==> config.mk <==
export PLATFORM = sky130hd
export DESIGN_NAME = lls_top
export DESIGN_NICKNAME = d
export VERILOG_FILES = /design/src/rtl/lls_pkg.sv /design/src/rtl/lls_src_enc.sv /design/src/rtl/lls_top.sv
export SDC_FILE = /design/constraint.sdc
export NUM_CORES = 2
export LEC_CHECK = 0
export ABC_AREA = 1
export BUFFER_PORTS_ARGS = -buffer_cell sky130_fd_sc_hd__clkbuf_2
export CAP_MARGIN = 10
export CORE_MARGIN = 5
export CORE_UTILIZATION = 30
export CTS_BUF_LIST = sky130_fd_sc_hd__clkbuf_8 sky130_fd_sc_hd__clkbuf_16
export CTS_CLUSTER_SIZE = 24
export DETAILED_ROUTE_END_ITERATION = 8
export PLACE_DENSITY = 0.47
export SKIP_LAST_GASP = 1
export SLEW_MARGIN = 40
export SYNTH_ARGS = -nofsm -noshare
export SYNTH_HDL_FRONTEND = slang
export SYNTH_SLANG_ARGS = --single-unit
==> constraint.sdc <==
create_clock -name clk -period 104.7 [get_ports clk]
set_input_delay 20.94 -clock clk [delete_from_list [all_inputs] [get_ports clk]]
set_output_delay 20.94 -clock clk [all_outputs]
set_load 0.1 [all_outputs]
==> src/rtl/lls_pkg.sv <==
// Constants shared by the load latency sampler
`default_nettype none
package lls_pkg;
  localparam logic [11:0] LLS_THRESH_ADDR  = 12'h03f6;
  localparam int          LLS_THRESH_W     = 16;
  localparam logic [15:0] LLS_THRESH_RESET = 16'h0000;
  localparam logic [7:0]  LLS_EVT_SEL      = 8'h0b;
  localparam logic [7:0]  LLS_UMASK        = 8'h10;
  localparam int          LLS_CNT_W        = 48;
  localparam int          LLS_ADDR_W       = 48;
  localparam int          LLS_SRC_W        = 4;
  localparam int          LLS_LAT_W        = 16;
  localparam int          LLS_TAG_W        = 4;
  localparam int          LLS_SLOTS        = 16;
  // Data source codes
  localparam logic [3:0] LLS_SRC_L3_MISS_UNK = 4'h0;
  localparam logic [3:0] LLS_SRC_L1_HIT      = 4'h1;
  localparam logic [3:0] LLS_SRC_FILL_BUF    = 4'h2;
  localparam logic [3:0] LLS_SRC_L2_HIT      = 4'h3;
  localparam logic [3:0] LLS_SRC_L3_NOSNOOP  = 4'h4;
  localparam logic [3:0] LLS_SRC_L3_CLEAN    = 4'h5;
  localparam logic [3:0] LLS_SRC_L3_MODIFIED = 4'h6;
  localparam logic [3:0] LLS_SRC_RESV7       = 4'h7;
  localparam logic [3:0] LLS_SRC_REMOTE_FWD  = 4'h8;
  localparam logic [3:0] LLS_SRC_RESV9       = 4'h9;
  localparam logic [3:0] LLS_SRC_LDRAM_S     = 4'ha;
  localparam logic [3:0] LLS_SRC_RDRAM_S     = 4'hb;
  localparam logic [3:0] LLS_SRC_LDRAM_E     = 4'hc;
  localparam logic [3:0] LLS_SRC_RDRAM_E     = 4'hd;
  localparam logic [3:0] LLS_SRC_IO          = 4'he;
  localparam logic [3:0] LLS_SRC_UNCACHED    = 4'hf;
endpackage
`default_nettype wire

==> src/rtl/lls_src_enc.sv <==
// Data source encoder for load sample records
`timescale 1ns/1ps
`default_nettype none
module lls_src_enc (
  input  wire logic [3:0] raw_src,
  output logic      [3:0] code
);
  // Reserved codes fold to the unknown-miss code so they never leave the block
  wire logic is_resv = (raw_src == lls_pkg::LLS_SRC_RESV7) || (raw_src == lls_pkg::LLS_SRC_RESV9);
  assign code = is_resv ? lls_pkg::LLS_SRC_L3_MISS_UNK : raw_src;
endmodule
`default_nettype wire

==> src/rtl/lls_top.sv <==
// Load latency sampler: measures, counts and samples long loads
`timescale 1ns/1ps
`default_nettype none
module lls_top (
  input  wire logic        clk,
  input  wire logic        rst,
  // Register port
  input  wire logic        reg_wr,
  input  wire logic [11:0] reg_addr,
  input  wire logic [15:0] reg_wdata,
  output logic      [15:0] reg_rdata_q,
  // Counter programming
  input  wire logic        cnt_en,
  input  wire logic [7:0]  evt_sel,
  input  wire logic [7:0]  evt_umask,
  input  wire logic        cnt_load,
  input  wire logic [47:0] cnt_load_val,
  output logic      [47:0] cnt_q,
  // Load pipeline
  input  wire logic        ld_exec,
  input  wire logic [3:0]  ld_exec_tag,
  input  wire logic [47:0] ld_exec_addr,
  input  wire logic        ld_done,
  input  wire logic [3:0]  ld_done_tag,
  input  wire logic [3:0]  ld_done_src,
  // Sample record
  output logic             armed_q,
  output logic             rec_valid_q,
  output logic      [15:0] rec_lat_q,
  output logic      [47:0] rec_addr_q,
  output logic      [3:0]  rec_src_q,
  output logic             perf_monitor_interrupt_q
);
  // Per-load tracking slots, one per pipeline tag
  // Sixteen loads in flight at most; a tag reused before delivery restarts its slot
  logic [15:0] thr_q;
  logic        slot_busy_q [lls_pkg::LLS_SLOTS];
  logic [15:0] slot_lat_q  [lls_pkg::LLS_SLOTS];
  logic [15:0] slot_thr_q  [lls_pkg::LLS_SLOTS];
  logic [47:0] slot_addr_q [lls_pkg::LLS_SLOTS];

  // Saturating increment keeps a huge latency above any threshold below 16'hffff
  function automatic logic [15:0] sat_inc(input logic [15:0] v);
    sat_inc = (v == 16'hffff) ? v : v + 16'h0001;
  endfunction

  // Threshold address decode, shared by the write and the read path
  function automatic logic is_thr_addr(input logic [11:0] a);
    is_thr_addr = (a == lls_pkg::LLS_THRESH_ADDR);
  endfunction

  // Tag decode, shared by the execute and the delivery side
  function automatic logic [15:0] tag_onehot(input logic [3:0] t);
    tag_onehot = 16'h0001 << t;
  endfunction

  // Event decode and qualification
  wire logic        thr_hit     = reg_wr && is_thr_addr(reg_addr);
  wire logic        evt_match   = cnt_en && (evt_sel == lls_pkg::LLS_EVT_SEL)
                                  && (evt_umask == lls_pkg::LLS_UMASK);
  wire logic [15:0] exec_sel    = ld_exec ? tag_onehot(ld_exec_tag) : 16'h0000;
  wire logic [15:0] done_sel    = ld_done ? tag_onehot(ld_done_tag) : 16'h0000;
  wire logic [15:0] done_lat    = slot_lat_q[ld_done_tag];
  wire logic [15:0] done_thr    = slot_thr_q[ld_done_tag];
  wire logic        done_ok     = ld_done && slot_busy_q[ld_done_tag];
  // Unsigned compare; a latency equal to the limit does not count
  wire logic        qualify     = done_ok && evt_match && (done_lat > done_thr);
  wire logic [48:0] cnt_inc     = {1'b0, cnt_q} + 49'h0_0000_0000_0001;
  // A preload in the same cycle replaces the count, so it cannot overflow
  wire logic        overflow    = qualify && !cnt_load && cnt_inc[48];
  // The overflowing load only arms; a later qualifying load is recorded
  wire logic        take_sample = qualify && armed_q && !overflow;
  wire logic [3:0]  enc_src;

  lls_src_enc u_enc (
    .raw_src (ld_done_src),
    .code    (enc_src)
  );

  // Threshold register, single copy for the whole core
  always_ff @(posedge clk or posedge rst) begin
    if (rst) begin
      thr_q <= lls_pkg::LLS_THRESH_RESET;
    end else if (thr_hit) begin
      thr_q <= reg_wdata;
    end
  end

  // Read back threshold
  always_ff @(posedge clk or posedge rst) begin
    if (rst) begin
      reg_rdata_q <= 16'h0000;
    end else begin
      reg_rdata_q <= is_thr_addr(reg_addr) ? thr_q : 16'h0000;
    end
  end

  // Busy flag; execute wins over a delivery to the same tag, so a reused tag is not lost
  always_ff @(posedge clk or posedge rst) begin
    if (rst) begin
      for (int i = 0; i < lls_pkg::LLS_SLOTS; i++) begin
        slot_busy_q[i] <= 1'b0;
      end
    end else begin
      for (int i = 0; i < lls_pkg::LLS_SLOTS; i++) begin
        if (exec_sel[i]) begin
          slot_busy_q[i] <= 1'b1;
        end else if (done_sel[i]) begin
          slot_busy_q[i] <= 1'b0;
        end
      end
    end
  end

  // Latency restarts at execute, then counts each busy cycle until the data arrives
  always_ff @(posedge clk or posedge rst) begin
    if (rst) begin
      for (int i = 0; i < lls_pkg::LLS_SLOTS; i++) begin
        slot_lat_q[i] <= 16'h0000;
      end
    end else begin
      for (int i = 0; i < lls_pkg::LLS_SLOTS; i++) begin
        if (exec_sel[i]) begin
          slot_lat_q[i] <= 16'h0000;
        end else if (slot_busy_q[i]) begin
          slot_lat_q[i] <= sat_inc(slot_lat_q[i]);
        end
      end
    end
  end

  // Threshold snapshot at execute; a later write leaves loads in flight alone
  always_ff @(posedge clk or posedge rst) begin
    if (rst) begin
      for (int i = 0; i < lls_pkg::LLS_SLOTS; i++) begin
        slot_thr_q[i] <= 16'h0000;
      end
    end else begin
      for (int i = 0; i < lls_pkg::LLS_SLOTS; i++) begin
        if (exec_sel[i]) begin
          slot_thr_q[i] <= thr_q;
        end
      end
    end
  end

  // Address snapshot at execute, before the load can overwrite its own base
  always_ff @(posedge clk or posedge rst) begin
    if (rst) begin
      for (int i = 0; i < lls_pkg::LLS_SLOTS; i++) begin
        slot_addr_q[i] <= 48'h0000_0000_0000;
      end
    end else begin
      for (int i = 0; i < lls_pkg::LLS_SLOTS; i++) begin
        if (exec_sel[i]) begin
          slot_addr_q[i] <= ld_exec_addr;
        end
      end
    end
  end

  // Counter, with software preload; overflow arms the sampler
  always_ff @(posedge clk or posedge rst) begin
    if (rst) begin
      cnt_q <= 48'h0000_0000_0000;
    end else if (cnt_load) begin
      cnt_q <= cnt_load_val;
    end else if (qualify) begin
      cnt_q <= cnt_inc[47:0];
    end
  end

  // Arm on overflow; the overflowing load itself is not sampled
  always_ff @(posedge clk or posedge rst) begin
    if (rst) begin
      armed_q <= 1'b0;
    end else if (overflow) begin
      armed_q <= 1'b1;
    end else if (qualify && armed_q) begin
      armed_q <= 1'b0;
    end
  end

  // Record strobe and interrupt, one-cycle pulses in the same cycle
  always_ff @(posedge clk or posedge rst) begin
    if (rst) begin
      rec_valid_q              <= 1'b0;
      perf_monitor_interrupt_q <= 1'b0;
    end else begin
      rec_valid_q              <= take_sample;
      perf_monitor_interrupt_q <= take_sample;
    end
  end

  // Record fields hold until the next record, so software may read them late
  always_ff @(posedge clk or posedge rst) begin
    if (rst) begin
      rec_lat_q  <= 16'h0000;
      rec_addr_q <= 48'h0000_0000_0000;
      rec_src_q  <= 4'h0;
    end else if (take_sample) begin
      rec_lat_q  <= done_lat;
      rec_addr_q <= slot_addr_q[ld_done_tag];
      rec_src_q  <= enc_src;
    end
  end
endmodule
`default_nettype wire

==> results_dict.tcl <==
set metrics [dict create \
    status "finished clean" \
    grt_setup_unrepaired "false" \
    gp_congestion 0.9054 \
    leakage_nw 36.32 \
    synth_area_um2 68550 \
    synth_cell_type_count 55 \
    synth_cells 8456 \
    dpl_cell_area_um2 72710 \
    io_buffer_count 293 \
    cts_max_path_buffers 3 \
    hold_class "register to register" \
    grt_pass1_vias 58873 \
    drt_iter0_markers 5441 \
    ff2ff_path_depth 15 \
    core_area_um2 227500 \
    drc 0 \
    synth_flop_cell "dfrtp_1" \
    critical_path.cell_chain "clkbuf_2 > nor2_4 > buf_4 > buf_4 > buf_6 > a22oi_1 > and2_1 > nand2_1 > nand3_1 > nand2_1 > ha_1 > a21oi_1 > o21a_1 > nand2_1 > a21oi_1 > nor2_8 > nand3_4 > buf_4 > nand3_1 > nand2_1" \
    initial_core_util_pct 30.13 \
    finalNetCount 8650 \
    post-cts-setup-buffers 0 \
    power_density_nw_per_um2 20.50 \
    setup-tns-final_ps 0 \
    synth_edf_count 0 \
    final_max_slew_viol_count 0 \
    antenna_found_initial 12 \
    path_buf_inv 5 \
    die_w_um 488.0 \
    ir_drop_mv 0.01565 \
    track_usage_pct 20.81 \
    hp-start "rec_addr_q[44]" \
    yosys_warnings 0 \
    setup_slack_ps 78800 \
    die_h_um 488.0 \
    path_clk_slew_ps 60 \
    first_pass_iters 6 \
    worst_pin_slew_ps 906.1 \
    crit_required_ps 105430 \
    grt_pass1_wl_um 382700 \
    area_growth_pct 14.49 \
    yosysSeqAreaShare_pct 52.78 \
    rrSetupSlack_ps 100190 \
    seqCellArea_um2 36180 \
    clk_latency_ps 830 \
    cp_top_family "buffers and inverters" \
    cts_tree "done" \
    crit_arrival_ps 26630 \
    r2r-start "slot_lat_q[9]" \
    worstReg2RegEnd "rec_addr_q[30]" \
    place_hpwl_um 152300 \
    die-area_um2 238200 \
    post-route-util_pct 34.50 \
    viasPerCell 5.179 \
    drv_cap 0 \
    hold_end "rec_addr_q[44]" \
    grt_remaining_overflow 0 \
    async_flop_share_pct 100.0 \
    num_rows 175 \
    slew_headroom_pct 39.59 \
    grt_start_max_net_pins 106 \
    clock-sinks 1446 \
    power_mw 1.609 \
    vias 60086 \
    drive_gt1_share_pct 8.106 \
    multi_input_area_um2 28530 \
    post-route-cell-area_um2 78480 \
    start_kind "input port" \
    avgSynthCellArea_um2 8.107 \
    mostFrequentLayoutCell "nand2_1" \
    finClkSkew_ps 43.83 \
    max_clock_freq_mhz 38.61 \
    crit_slowest_cell "buf_4" \
    setup_viol 0 \
    syn-num-nets 8648 \
    max_stage_delay_ps 690 \
    cp-end-kind "register" \
    finalCritPeriodShare_pct 24.74 \
    min_path_cells 2 \
    ys_ff_latch 1446 \
    layout_min_cycle_time_ps 25900 \
    path_class "input port to register" \
    final_cell_mix "2769 x nand2_1, 1446 x dfrtp_1, 1304 x o21ai_0, 490 x inv_1, 439 x nand3_1" \
    cts_made_buffers 172 \
    postRouteAntennaNets 0 \
    h-tree-depth 4 \
    cts_root_buffer "clkbuf_16" \
    cts_hold_buf 0 \
    cpMostUsedCell "nand2_1" \
    crit_path_max_fanout 74 \
    finalWirelength_um 252100 \
    io_pins 294 \
    cts-resized-gates 0 \
    fillerInstances 23987 \
    wl_per_cell_um 21.73 \
    pre_cts_ws_ps 77620 \
    hold_viol_final 0 \
]
## cells by family (layout without fill, tap and decap cells)
group	count (synthesis)	after routing	share of synthesized area (%)
and+or+nand+nor	3942	3942	23.77
AOI/OAI and AO/OA	1892	1892	15.51
DFF	1446	1446	52.78
buffers and inverters	1026	1156	5.837
xor gates and xnor gates	117	117	1.495
adders and majority gates	33	33	0.6023
other	0	7	0
## registers in the layout, summed over array words and instances (netlist names)
signal,flops
slot_addr_q,768
slot_lat_q,256
slot_thr_q,256
cnt_q,48
rec_addr_q,48
rec_lat_q,16
reg_rdata_q,16
slot_busy_q,16
thr_q,16
rec_src_q,4
armed_q,1
perf_monitor_interrupt_q,1
## report_power, final
group | switching (mW) | internal, mW | total [mW]
Combinational | 0.172 | 0.0903 | 0.262
Sequential | 0.0851 | 0.667 | 0.752
Clock | 0.252 | 0.342 | 0.595
Total | 0.510 | 1.10 | 1.61
## worst max-delay path by stage
stage	cells after the start	startpoint	end	slack, ps
after floorplan	1	rst	armed_q	42980
after global placement	20	ld_done_tag[0]	rec_addr_q[43]	77410
after detailed placement	20	ld_done_tag[0]	rec_addr_q[36]	77620
after CTS	20	ld_done_tag[0]	rec_addr_q[30]	78480
after global routing	20	ld_done_tag[0]	rec_addr_q[30]	78580
final	20	ld_done_tag[0]	rec_addr_q[30]	78800
## tightest hold or removal path: cells and delay by family, from the launching register on
kind / cells / cell delay, ps
and+or+nand+nor: 2 / 110
DFF: 1 / 340
## area by class of cell
type                            instances  area share [%]
Timing Repair Buffer                  388           3.254
Multi-Input combinational cell       5984           36.35
Antenna cell                            7         0.02232
Tap cell                             3009           4.797
Clock buffer                          219           6.337
Inverter                              466           2.292
Clock inverter                         83          0.8401
Sequential cell                      1446           46.10
## stage by stage
step / hold slack [ps] / instances
after floorplan: 453.0 / 8456
after detailed placement: 465.2 / 11289
after global routing: 493.2 / 11598
after global placement: 465.8 / 11283
after CTS: 480.2 / 11591
final: 476.2 / 11602
## metal layers
| layer | GRT usage (%) | wire (um) |
|---|---|---|
| met1 | 29.96 | 118700 |
| met5 | 0 | 23 |
| met4 | 5.062 | 5953 |
| met2 | 32.97 | 113300 |
| met3 | 3.000 | 14050 |
## cell usage after synthesis (14+ instances only)
master        n  area [um^2]
o221ai_1     33        289.0
clkbuf_1    440         1652
buf_2        72        360.4
dfrtp_1    1446        36180
a22oi_1     183         1374
ha_1         33        412.9
inv_1       455         1708
xor2_1       89        779.5
xnor2_1      28        245.2
nand2_1    2780        10440
buf_1        35        131.4
nor2_1      298         1119
nand4_1     223         1395
a31oi_1      17        106.4
nor3_1      153        765.7
nor4_1       18        112.6
o21a_1       14        105.1
a21oi_1     122        610.6
o22ai_1      65        406.6
o31ai_1      54        405.4
o2111ai_1    16        140.1
o21ai_0    1305         6531
o211ai_1     37        277.8
nand3_1     441         2207
No activity file was read; power rests on OpenSTA's default activity.
